**src/hotplug_pkg.sv**
```systemverilog
// Package with register map, field layout, reset values and encodings of the slot control block
package hotplug_pkg;

  // Bus geometry
  localparam int ADDR_W = 12;
  localparam int DATA_W = 32;
  localparam int CTL_W = 16;

  // Register byte addresses
  localparam logic [11:0] SLOT_CONTROL_ADDR = 12'h058;
  localparam logic [11:0] SLOT_STATUS_ADDR = 12'h05C;

  // Control register field positions
  localparam int BUTTON_PRESS_ENABLE_BIT = 0;
  localparam int POWER_FAULT_ENABLE_BIT = 1;
  localparam int LATCH_SENSOR_CHANGE_ENABLE_BIT = 2;
  localparam int PRESENCE_CHANGE_ENABLE_BIT = 3;
  localparam int CMD_DONE_IRQ_ENABLE_BIT = 4;
  localparam int HOTPLUG_IRQ_MASTER_ENABLE_BIT = 5;
  localparam int ATTENTION_LED_LSB = 6;
  localparam int POWER_LED_LSB = 8;
  localparam int SLOT_POWER_CTRL_BIT = 10;
  localparam int INTERLOCK_TOGGLE_BIT = 11;
  localparam int LINK_ACTIVE_CHANGE_ENABLE_BIT = 12;

  // Indicator encodings
  localparam logic [1:0] LED_RESERVED = 2'h0;
  localparam logic [1:0] LED_ON = 2'h1;
  localparam logic [1:0] LED_BLINK = 2'h2;
  localparam logic [1:0] LED_OFF = 2'h3;

  // Control register reset values
  localparam logic ENABLE_RESET = 1'h0;
  localparam logic [1:0] ATTENTION_LED_RESET = 2'h3;
  localparam logic [1:0] POWER_LED_RESET = 2'h1;
  localparam logic SLOT_POWER_RESET = 1'h0;
  localparam logic INTERLOCK_RESET = 1'h0;

  // Event flag indices inside the flag vector
  localparam int NUM_FLAGS = 6;
  localparam int FLAG_BUTTON = 0;
  localparam int FLAG_POWER_FAULT = 1;
  localparam int FLAG_LATCH = 2;
  localparam int FLAG_PRESENCE = 3;
  localparam int FLAG_CMD_DONE = 4;
  localparam int FLAG_LINK = 5;

  // Status register bit positions
  localparam int STS_INTERLOCK_BIT = 7;
  localparam int STS_LINK_BIT = 8;

  // Command sequencer states
  typedef enum logic [0:0] {
    CMD_IDLE = 1'b0,
    CMD_WAIT = 1'b1
  } cmd_state_e;

endpackage

```
**src/hotplug_slot_control.sv**
```systemverilog
// Hot-plug slot control register bank with event flags, interrupt and slot outputs
//
// Functional notes
// - Bit 0 lets an attention-button press raise interrupt or wake-up.
// - Bit 1 lets a power fault raise interrupt or wake-up.
// - Bit 2 lets a latch sensor change raise interrupt or wake-up.
// - Bit 3 lets a presence change raise interrupt or wake-up; never capability gated.
// - Bit 4 lets command completion raise an interrupt, never a wake-up.
// - Bit 5 master enable; when clear no hot-plug interrupt at all.
// - Bits 7:6 set and report attention indicator; reset off.
// - Attention field reads zero without the attention indicator capability.
// - Bits 9:8 set and report power indicator; reset on.
// - Power indicator field reads zero without the power indicator capability.
// - On the upstream port power indicator writes never reach the indicator.
// - Bit 10 sets and reports slot power; zero means on.
// - Bit 11 always reads zero.
// - Writing one to bit 11 flips the interlock; zero leaves it.
// - Bit 12 lets a link-active change raise interrupt or wake-up.
// - Capability dependent fields are read-only zero when capability absent.
// - One control write is one command; done flag after external completion.
// - Each event sets its own flag, cleared by writing one.
//
// Register access over APB was decided locally.
`timescale 1ns/1ns
module hotplug_slot_control (
  // Clock and reset
  input wire logic pclk,
  input wire logic presetn,
  // APB slave
  input wire logic psel,
  input wire logic penable,
  input wire logic pwrite,
  input wire logic [hotplug_pkg::ADDR_W-1:0] paddr,
  input wire logic [hotplug_pkg::DATA_W-1:0] pwdata,
  output logic [hotplug_pkg::DATA_W-1:0] prdata,
  output logic pready,
  output logic pslverr,
  // Slot capabilities from the capability register
  input wire logic button_present,
  input wire logic power_ctrl_present,
  input wire logic latch_sensor_present,
  input wire logic attention_led_present,
  input wire logic power_led_present,
  input wire logic interlock_present,
  input wire logic hotplug_capable,
  input wire logic upstream_port,
  // Hot-plug events from the slot
  input wire logic button_pressed,
  input wire logic power_fault,
  input wire logic latch_changed,
  input wire logic presence_changed,
  input wire logic link_active,
  // Command handshake with the slot expander
  output logic cmd_req,
  input wire logic cmd_ack,
  // Slot outputs
  output logic [1:0] attention_led,
  output logic [1:0] power_led,
  output logic slot_power_off,
  output logic interlock_state,
  // Notifications
  output logic hotplug_irq,
  output logic wake_event
);

  // Control fields
  logic button_press_enable_reg;
  logic power_fault_enable_reg;
  logic latch_sensor_change_enable_reg;
  logic presence_change_enable_reg;
  logic cmd_done_irq_enable_reg;
  logic hotplug_irq_master_enable_reg;
  logic [1:0] attention_led_ctrl_reg;
  logic [1:0] power_led_ctrl_reg;
  logic slot_power_ctrl_reg;
  logic link_active_change_enable_reg;

  // Slot side state
  logic [1:0] power_led_reg;
  logic interlock_reg;
  logic link_active_reg;
  logic link_seen_reg;
  logic [hotplug_pkg::DATA_W-1:0] prdata_reg;
  hotplug_pkg::cmd_state_e cmd_state_reg;
  hotplug_pkg::cmd_state_e cmd_state_next;

  // Bus strobes
  logic setup_read;
  logic ctl_write;
  logic sts_write;
  logic cmd_busy;
  logic [hotplug_pkg::NUM_FLAGS-1:0] flags;
  logic [hotplug_pkg::NUM_FLAGS-1:0] flag_set;
  logic [hotplug_pkg::NUM_FLAGS-1:0] flag_clear;
  logic cmd_done;

  // Capability gates: a field is writable only when its capability is present
  wire gate_button = button_present;
  wire gate_fault = power_ctrl_present;
  wire gate_latch = latch_sensor_present;
  wire gate_hotplug = hotplug_capable;
  wire gate_attention = attention_led_present;
  wire gate_power_led = power_led_present;
  wire gate_power = power_ctrl_present;
  wire gate_interlock = interlock_present;

  // Write data fields
  wire wd_button = pwdata[hotplug_pkg::BUTTON_PRESS_ENABLE_BIT];
  wire wd_fault = pwdata[hotplug_pkg::POWER_FAULT_ENABLE_BIT];
  wire wd_latch = pwdata[hotplug_pkg::LATCH_SENSOR_CHANGE_ENABLE_BIT];
  wire wd_presence = pwdata[hotplug_pkg::PRESENCE_CHANGE_ENABLE_BIT];
  wire wd_cmd = pwdata[hotplug_pkg::CMD_DONE_IRQ_ENABLE_BIT];
  wire wd_master = pwdata[hotplug_pkg::HOTPLUG_IRQ_MASTER_ENABLE_BIT];
  wire [1:0] wd_attention = pwdata[hotplug_pkg::ATTENTION_LED_LSB +: 2];
  wire [1:0] wd_power_led = pwdata[hotplug_pkg::POWER_LED_LSB +: 2];
  wire wd_power = pwdata[hotplug_pkg::SLOT_POWER_CTRL_BIT];
  wire wd_toggle = pwdata[hotplug_pkg::INTERLOCK_TOGGLE_BIT];
  wire wd_link = pwdata[hotplug_pkg::LINK_ACTIVE_CHANGE_ENABLE_BIT];

  // APB decode and answer
  hotplug_apb_decode u_decode (
    .psel(psel),
    .penable(penable),
    .pwrite(pwrite),
    .paddr(paddr),
    .cmd_busy(cmd_busy),
    .pready(pready),
    .pslverr(pslverr),
    .setup_read(setup_read),
    .ctl_write(ctl_write),
    .sts_write(sts_write)
  );

  // Enable bits, each held only when its capability allows it, except the ungated presence and link-active change enables
  always_ff @(posedge pclk or negedge presetn)
  begin
    if (!presetn)
    begin
      button_press_enable_reg <= hotplug_pkg::ENABLE_RESET;
      power_fault_enable_reg <= hotplug_pkg::ENABLE_RESET;
      latch_sensor_change_enable_reg <= hotplug_pkg::ENABLE_RESET;
      presence_change_enable_reg <= hotplug_pkg::ENABLE_RESET;
      cmd_done_irq_enable_reg <= hotplug_pkg::ENABLE_RESET;
      hotplug_irq_master_enable_reg <= hotplug_pkg::ENABLE_RESET;
      link_active_change_enable_reg <= hotplug_pkg::ENABLE_RESET;
    end
    else if (ctl_write)
    begin
      button_press_enable_reg <= wd_button & gate_button;
      power_fault_enable_reg <= wd_fault & gate_fault;
      latch_sensor_change_enable_reg <= wd_latch & gate_latch;
      presence_change_enable_reg <= wd_presence;
      cmd_done_irq_enable_reg <= wd_cmd & gate_hotplug;
      hotplug_irq_master_enable_reg <= wd_master & gate_hotplug;
      link_active_change_enable_reg <= wd_link;
    end
  end

  // Indicator and power control fields
  always_ff @(posedge pclk or negedge presetn)
  begin
    if (!presetn)
    begin
      attention_led_ctrl_reg <= hotplug_pkg::ATTENTION_LED_RESET;
      power_led_ctrl_reg <= hotplug_pkg::POWER_LED_RESET;
      slot_power_ctrl_reg <= hotplug_pkg::SLOT_POWER_RESET;
    end
    else if (ctl_write)
    begin
      if (gate_attention)
        attention_led_ctrl_reg <= wd_attention;
      if (gate_power_led)
        power_led_ctrl_reg <= wd_power_led;
      if (gate_power)
        slot_power_ctrl_reg <= wd_power;
    end
  end

  // Power indicator drive; the upstream port never moves it
  always_ff @(posedge pclk or negedge presetn)
  begin
    if (!presetn)
      power_led_reg <= hotplug_pkg::POWER_LED_RESET;
    else if (ctl_write && gate_power_led && !upstream_port)
      power_led_reg <= wd_power_led;
  end

  // Interlock flips on a written one only
  always_ff @(posedge pclk or negedge presetn)
  begin
    if (!presetn)
      interlock_reg <= hotplug_pkg::INTERLOCK_RESET;
    else if (ctl_write && gate_interlock && wd_toggle)
      interlock_reg <= ~interlock_reg;
  end

  // Link-active sampling; first sample only arms the change detector
  always_ff @(posedge pclk or negedge presetn)
  begin
    if (!presetn)
    begin
      link_active_reg <= 1'b0;
      link_seen_reg <= 1'b0;
    end
    else
    begin
      link_active_reg <= link_active;
      link_seen_reg <= 1'b1;
    end
  end

  // Command sequencer: a control write waits for the expander to finish
  always_comb
  begin
    cmd_state_next = cmd_state_reg;
    unique case (cmd_state_reg)
      hotplug_pkg::CMD_IDLE:
        if (ctl_write)
          cmd_state_next = hotplug_pkg::CMD_WAIT;
      hotplug_pkg::CMD_WAIT:
        if (cmd_ack)
          cmd_state_next = hotplug_pkg::CMD_IDLE;
    endcase
  end

  // Sequencer state
  always_ff @(posedge pclk or negedge presetn)
  begin
    if (!presetn)
      cmd_state_reg <= hotplug_pkg::CMD_IDLE;
    else
      cmd_state_reg <= cmd_state_next;
  end

  // Busy holds off a second command; done marks the end of the first
  assign cmd_busy = (cmd_state_reg == hotplug_pkg::CMD_WAIT);
  assign cmd_done = cmd_busy & cmd_ack;
  assign cmd_req = cmd_busy;

  // Event set pulses in flag order
  always_comb
  begin
    flag_set = '0;
    flag_set[hotplug_pkg::FLAG_BUTTON] = button_pressed;
    flag_set[hotplug_pkg::FLAG_POWER_FAULT] = power_fault;
    flag_set[hotplug_pkg::FLAG_LATCH] = latch_changed;
    flag_set[hotplug_pkg::FLAG_PRESENCE] = presence_changed;
    flag_set[hotplug_pkg::FLAG_CMD_DONE] = cmd_done;
    flag_set[hotplug_pkg::FLAG_LINK] = link_seen_reg & (link_active != link_active_reg);
  end

  // Write-one clears taken from the status layout
  always_comb
  begin
    flag_clear = '0;
    if (sts_write)
    begin
      flag_clear[hotplug_pkg::NUM_FLAGS-2:0] = pwdata[hotplug_pkg::NUM_FLAGS-2:0];
      flag_clear[hotplug_pkg::FLAG_LINK] = pwdata[hotplug_pkg::STS_LINK_BIT];
    end
  end

  // Sticky flags
  hotplug_event_flags #(
    .NUM(hotplug_pkg::NUM_FLAGS)
  ) u_flags (
    .pclk(pclk),
    .presetn(presetn),
    .set_pulse(flag_set),
    .clear_req(flag_clear),
    .flags(flags)
  );

  // Flags qualified by their own enables
  wire hit_button = flags[hotplug_pkg::FLAG_BUTTON] & button_press_enable_reg;
  wire hit_fault = flags[hotplug_pkg::FLAG_POWER_FAULT] & power_fault_enable_reg;
  wire hit_latch = flags[hotplug_pkg::FLAG_LATCH] & latch_sensor_change_enable_reg;
  wire hit_presence = flags[hotplug_pkg::FLAG_PRESENCE] & presence_change_enable_reg;
  wire hit_cmd = flags[hotplug_pkg::FLAG_CMD_DONE] & cmd_done_irq_enable_reg;
  wire hit_link = flags[hotplug_pkg::FLAG_LINK] & link_active_change_enable_reg;
  wire wake_any = hit_button | hit_fault | hit_latch | hit_presence | hit_link;

  // Interrupt needs the master enable; wake-up ignores it and command done
  assign hotplug_irq = hotplug_irq_master_enable_reg & (wake_any | hit_cmd);
  assign wake_event = wake_any;

  // Control register read view with capability masking
  wire [hotplug_pkg::CTL_W-1:0] ctl_view = {
    3'h0,
    link_active_change_enable_reg,
    1'b0,
    slot_power_ctrl_reg & gate_power,
    power_led_ctrl_reg & {2{gate_power_led}},
    attention_led_ctrl_reg & {2{gate_attention}},
    hotplug_irq_master_enable_reg & gate_hotplug,
    cmd_done_irq_enable_reg & gate_hotplug,
    presence_change_enable_reg,
    latch_sensor_change_enable_reg & gate_latch,
    power_fault_enable_reg & gate_fault,
    button_press_enable_reg & gate_button
  };

  // Status register read view
  wire [hotplug_pkg::CTL_W-1:0] sts_view = {
    7'h00,
    flags[hotplug_pkg::FLAG_LINK],
    interlock_reg & gate_interlock,
    2'h0,
    flags[hotplug_pkg::FLAG_CMD_DONE:0]
  };

  // Read data selection
  wire sel_ctl = (paddr == hotplug_pkg::SLOT_CONTROL_ADDR);
  wire sel_sts = (paddr == hotplug_pkg::SLOT_STATUS_ADDR);
  wire [hotplug_pkg::CTL_W-1:0] rd_view = sel_ctl ? ctl_view : (sel_sts ? sts_view : '0);

  // Read data captured in the setup cycle, presented in the access cycle
  always_ff @(posedge pclk or negedge presetn)
  begin
    if (!presetn)
      prdata_reg <= '0;
    else if (setup_read)
      prdata_reg <= {16'h0000, rd_view};
  end

  // Slot outputs
  assign prdata = prdata_reg;
  assign attention_led = attention_led_ctrl_reg;
  assign power_led = power_led_reg;
  assign slot_power_off = slot_power_ctrl_reg;
  assign interlock_state = interlock_reg;

endmodule

```
**src/hotplug_event_flags.sv**
```systemverilog
// Sticky event flags, set by hardware pulses and cleared by software writing one
`timescale 1ns/1ns
module hotplug_event_flags #(
  parameter int NUM = 6
) (
  // Clock and reset
  input wire logic pclk,
  input wire logic presetn,
  // Set and clear
  input wire logic [NUM-1:0] set_pulse,
  input wire logic [NUM-1:0] clear_req,
  // Flag state
  output logic [NUM-1:0] flags
);

  // One flag per event; a set in the clearing cycle survives
  genvar i;
  generate
    for (i = 0; i < NUM; i++)
    begin : g_flag
      always_ff @(posedge pclk or negedge presetn)
      begin
        if (!presetn)
          flags[i] <= 1'b0;
        else if (set_pulse[i])
          flags[i] <= 1'b1;
        else if (clear_req[i])
          flags[i] <= 1'b0;
      end
    end
  endgenerate

endmodule

```
**src/hotplug_apb_decode.sv**
```systemverilog
// APB address decode, wait-state and error answer for the slot control registers
`timescale 1ns/1ns
module hotplug_apb_decode (
  // APB request
  input wire logic psel,
  input wire logic penable,
  input wire logic pwrite,
  input wire logic [hotplug_pkg::ADDR_W-1:0] paddr,
  // Stall while a control command is still running
  input wire logic cmd_busy,
  // APB answer
  output logic pready,
  output logic pslverr,
  // Decoded strobes
  output logic setup_read,
  output logic ctl_write,
  output logic sts_write
);

  // Address matches
  wire hit_ctl = (paddr == hotplug_pkg::SLOT_CONTROL_ADDR);
  wire hit_sts = (paddr == hotplug_pkg::SLOT_STATUS_ADDR);
  wire access = psel & penable;
  wire stall = access & pwrite & hit_ctl & cmd_busy;

  // Answer and strobes; a write takes effect only on the completing edge
  assign pready = ~stall;
  assign pslverr = access & ~(hit_ctl | hit_sts);
  assign setup_read = psel & ~penable & ~pwrite;
  assign ctl_write = access & pwrite & hit_ctl & ~cmd_busy;
  assign sts_write = access & pwrite & hit_sts;

endmodule

```
**config.mk**
```make
export PLATFORM = sky130hd
export DESIGN_NAME = hotplug_slot_control
export DESIGN_NICKNAME = d
export VERILOG_FILES = /design/src/hotplug_pkg.sv /design/src/hotplug_slot_control.sv /design/src/hotplug_event_flags.sv /design/src/hotplug_apb_decode.sv
export SDC_FILE = /design/constraint.sdc
export NUM_CORES = 1
export LEC_CHECK = 0
export BUFFER_PORTS_ARGS = -buffer_cell sky130_fd_sc_hd__buf_4
export CAP_MARGIN = 0
export CORE_MARGIN = 1.5
export CORE_UTILIZATION = 39
export DETAILED_ROUTE_END_ITERATION = 12
export PLACE_DENSITY = 0.76
export SLEW_MARGIN = 30
export SYNTH_ARGS = -nofsm -noshare
export SYNTH_HDL_FRONTEND = slang
export SYNTH_SLANG_ARGS = --single-unit
```
**constraint.sdc**
```tcl
create_clock -name pclk -period 2.4 [get_ports pclk]
set_clock_uncertainty 0.1 [all_clocks]
set_input_delay 0.12 -clock pclk [delete_from_list [all_inputs] [get_ports pclk]]
set_output_delay 0.12 -clock pclk [all_outputs]
set_load 0.01 [all_outputs]
```
* After elaboration in Yosys (flattened, before gate mapping)
Cells that the tools add are included.
** Storage, ports and cells
- Bits in registers :: 40
- Bits of input ports :: 63
- Word-level logic and storage cells :: 101
- Output and inout bits :: 43
** Cells by class
- Eq/ne operators :: 3
- Bitwise logic cells :: 44
- Muxes and demuxes :: 18
- Reduce and logical (&&, ||, !) cells :: 14
** Operators by type and width (number)
- AND 1 bit :: 30
- equality test 12 x 7 -> 1 bit (second input constant) :: 2
- 2-to-1 mux 1 bit :: 14
- 2-to-1 mux 13 bit :: 1
- nonzero test 2 bit :: 6
- 2-to-1 mux 9 bit :: 1
- 2-to-1 mux 6 bit :: 1
- NOT 1 bit :: 6
- OR 1 bit :: 6
- AND reduction 2 bit :: 3
- AND 2 bit :: 2
- logical AND 1 bit :: 4
- one-hot mux 1 bit (2 select lines) :: 1
- logical NOT 1 bit :: 1
- != test 1 bit :: 1

* Longest topological paths before layout
- Word-level depth :: 7
- Gate-level depth with buffers :: 6
- Depth with buffers taken out :: 4

* By module
Synthesis repeated with hierarchy kept, for this count alone.
** Unflattened totals
- Cells, all modules :: 179
- Area total of the unflattened synthesis :: 1853.0 um^2
** Modules (own cells, without submodules)
- hotplug_slot_control :: instances 1, cells an instance 150, area an instance 1542.7 um^2, sequential area each 755.7 um^2
- hotplug_event_flags :: instances 1, cells an instance 18, area an instance 217.7 um^2, sequential area each 150.1 um^2
- hotplug_apb_decode :: instances 1, cells an instance 11, area an instance 92.6 um^2, sequential area each 0.0 um^2

* Worst setup path before layout
OpenSTA, ideal clock, no wires.
- Path kind :: register to register
- From :: reg cmd_state_reg (netlist: cmd_req)
- To :: reg power_led_reg[1] (netlist: power_led[1])
- Cell stages (with the launch flop) :: 6
- Arrival :: 2117 ps
- Clock period less this slack :: 2342 ps
- Path buffers :: 1
- Setup time :: 125 ps
- Data required time :: 2175 ps
- Slack :: 58 ps
- Cell sequence :: dfrtp_1 -> or4b_2 -> or4_1 -> buf_6 -> nor3b_4 -> mux2_2
** Between the ends
- Longest elaborated chain between the ends :: 4
** Ends and longest elaborated chain
- start: declaration :: line hotplug_slot_control.sv:84 : hotplug_pkg::cmd_state_e cmd_state_reg;
- start signal: assignment :: line hotplug_slot_control.sv:230 : cmd_state_reg <= hotplug_pkg::CMD_IDLE;
- start signal: assignment :: line hotplug_slot_control.sv:232 : cmd_state_reg <= cmd_state_next;
- NOT 1 bit :: line hotplug_apb_decode.sv:30 : assign ctl_write = access & pwrite & hit_ctl & ~cmd_busy;
- AND 1 bit :: line hotplug_apb_decode.sv:30
- logical AND 1 bit (2 in a row) :: line hotplug_slot_control.sv:184 : else if (ctl_write && gate_power_led && !upstream_port)
- end signal: assignment :: line hotplug_slot_control.sv:183 : power_led_reg <= hotplug_pkg::POWER_LED_RESET;
- end signal: assignment :: line hotplug_slot_control.sv:185 : power_led_reg <= wd_power_led;
- end: declaration :: line hotplug_slot_control.sv:79 : logic [1:0] power_led_reg;
Every way passes these cells.
A chain may end at the register's enable or synchronous reset.

* Final worst setup path
Ends and elaborated chain as after synthesis.

==> key figures <==
Yosys
  • Synth cell types: 36
  • Register area share after synthesis: 0.509
  • Mapped cell area: 1780 um^2
  • Post-Synthesis Cells: roughly 180
  • #FFs+latches synth: 36
  • Mean Syn Cell Area: 9.78 um^2
  • Synth warn: 0

Final layout
  • # diodes: 0
  • Most common cell after layout, fill and taps aside: buf_4
  • Share of layout cells above drive strength 1: 0.363
  • Area Overhead vs Synth: 48.1%
  • Fill count: just over 400
  • # nets final: 343
  • Finished Core Util: 0.601
  • Max reg flops: 12
  • Post-route cell area: between 2000 and 3000 um^2
  • Commonest cells after routing, fill and taps aside: buf_4 (74), nand2_1 (48), dfrtp_1 (32)

Critical path
  • Setup crit end kind: register
  • CP Launch Type: register
  • WS Path Type: reg2reg
  • Crit-path max FO: 2
  • Critical path data arrival time: 2400 ps
  • Req. time, crit path: 2490 ps

Clocking
  • Clock root buffer master: clkbuf_8
  • Longest Clk Path Bufs: 2
  • H-tree lvl count: 2
  • Num CTS Buffers: 5
  • Clk Latency, worst-skew pair: approximately 300 ps
  • CTS tree: done
  • Clk pin slew, worst setup/hold paths: around 70 ps
  • Clk sinks: 36

Routing
  • Vias: 1,582
  • 1st-iter DRT viols: 84
  • Number of routed nets with antenna violations: 0
  • Vias/cell: 4.75
  • First drt pass iteration count: 4
  • Drt total wl: 4.41 mm
  • Drc violations: 0
  • WL/cell: 13.2 um

Global routing
  • Largest net degree at the start of global routing: 37
  • Global-route wire length before repair: between 7 and 8 mm
  • Remaining Overflow, GRT: 0
  • Vias in the first global route: 1,610
  • GRT Overall Usage: 0.189
  • Initial antenna violation count: 0

Status
  • Status: finished clean

Placement
  • GPL Wtd Cong: 0.767
  • Buffers added on ports: 66
  • Post-DP HPWL: just over 3 mm
  • Placed cell area: 2280 um^2

Power and ir drop
  • Total power: 1180 uW
  • Leak Pwr: 0.00127 uW
  • Clock share of power: 0.357
  • Sequential power share: 0.520
  • Pwr Density: 447 nW/um^2
  • Combinational share of power: 0.123
  • Pint: 894 uW
  • VDD IR-drop max: 0.288 mV
  • Switch Pwr: around 280 uW
  • Sw Share: 0.242

Timing
  • Final Critical Period: 2320 ps
  • Final hold viol count: 0
  • Highest Clock Rate: 432 MHz
  • Finish-stage setup viols: 0
  • Min Hold Slack: 6.01 ps
  • Slew Viols, Final: 0
  • Period utilization: 0.965

Worst hold path
  • Worst hold path class: in2reg

Floorplan
  • IO Count: 106
  • Chip width: 70.6 um
  • Chip Height: 70.6 um
  • # rows: 24
  • Starting density of the core: 0.406
  • Die area: 4980 um^2
  • Floorplan core area: about 4400 um^2

Job
  • Max-cap violation count: 0
## power groups by stage
stage / logic [uW] / clock network (uW) / registers [uW]
after floorplan: 59.5 / 0 / 624
after global placement: 114 / 0 / 624
after detailed placement: 116 / 0 / 624
after CTS: 143 / 431 / 613
after global routing: 157 / 456 / 613
final: 145 / 421 / 613
## cells in the mapped netlist
library cell / n / share of area
buf_6: 1 / 0.0063
nor3b_4: 1 / 0.011
or4_1: 1 / 0.0042
nor4_1: 2 / 0.0070
a21oi_1: 6 / 0.017
clkbuf_1: 4 / 0.0084
inv_1: 1 / 0.0021
or3_1: 1 / 0.0035
a21o_1: 4 / 0.017
nor2_1: 6 / 0.013
o31ai_1: 4 / 0.017
dfstp_2: 4 / 0.059
dfrtp_1: 32 / 0.45
nor2b_1: 1 / 0.0035
conb_1: 2 / 0.0042
or3b_2: 2 / 0.0098
or4_2: 2 / 0.0098
a22oi_1: 1 / 0.0042
xnor2_1: 1 / 0.0049
buf_2: 2 / 0.0056
nand4b_1: 1 / 0.0049
mux2_2: 7 / 0.044
buf_4: 20 / 0.084
nand4_1: 1 / 0.0035
a222oi_1: 1 / 0.0056
a22o_1: 2 / 0.0098
nand2_1: 48 / 0.10
xor2_1: 1 / 0.0049
mux2i_1: 1 / 0.0056
o311a_2: 1 / 0.0063
o21ai_0: 9 / 0.025
or4b_2: 1 / 0.0056
a31oi_1: 1 / 0.0035
nand3_1: 7 / 0.020
or4b_4: 2 / 0.015
nand2b_1: 1 / 0.0035
## final cells by class
| type | instances | area (um^2) | share of cell area |
|---|---|---|---|
| timing repair buffer | 99 | 806 | 0.306 |
| sequential | 36 | 906 | 0.344 |
| inverter | 1 | 3.75 | 0.00142 |
| clock buffer | 7 | 76.3 | 0.0290 |
| tap | 52 | 65.1 | 0.0247 |
| multi-input combinational | 137 | 774 | 0.294 |
| clock inverter | 1 | 5.00 | 0.00190 |
## cell families after synthesis
logic type,count (synthesis),share of synthesized area
simple gates,77,0.215
flops,36,0.509
compound gates,29,0.105
buf+inv,28,0.107
mux,8,0.0499
xor+xnor,2,0.00984
other cells,2,0.00422
## layer usage
metal	part of all wire	global-route usage	routed length, um
met1	0.40	0.221	1750
met2	0.53	0.328	2340
met3	0.050	0.0442	220
met4	0.022	0.0943	99
met5	0	0	0
## per-stage QoR
step,TNS (ps),setup WS [ps],instances
2_1_floorplan,0,58.0,201
3_5_place_dp,0,61.5,298
4_1_cts,0,49.4,331
5_1_grt,-10.3,-10.3,333
3_3_place_gp,0,90.7,298
6_report,0,84.1,333
## final timing paths
path | from | end | slack (ps) | depth (start not counted)
worst max-delay path | cmd_req | power_led[1] | 80 | 4
worst min-delay path | pwdata[2] | u_flags.flags[2] | 6 | 3
worst max register to register | cmd_req | power_led[1] | 80 | 4
worst min register to register | prdata[1] | prdata[1] | 390 | 2
max in group asynchronous | presetn | power_led[0] | 1640 | 2
min in group asynchronous | presetn | prdata[4] | 210 | 2
## what timing repair did
| item | in CTS | in global routing |
|---|---|---|
| buffers inserted | 0 | 2 |
| endpoints found under the hold margin | 55 | 0 |
| setup endpoints to repair | 0 | 5 |
| hold buffers | 25 | 0 |
| gates resized for setup | 0 | 2 |
## worst max-delay path, stage by stage, from the launching register on
cell	delay, ps
dfrtp_1	380
or4b_2	680
or4_4	480
nor3b_4	220
mux2_2	350
(Power assumes the default switching activity.)
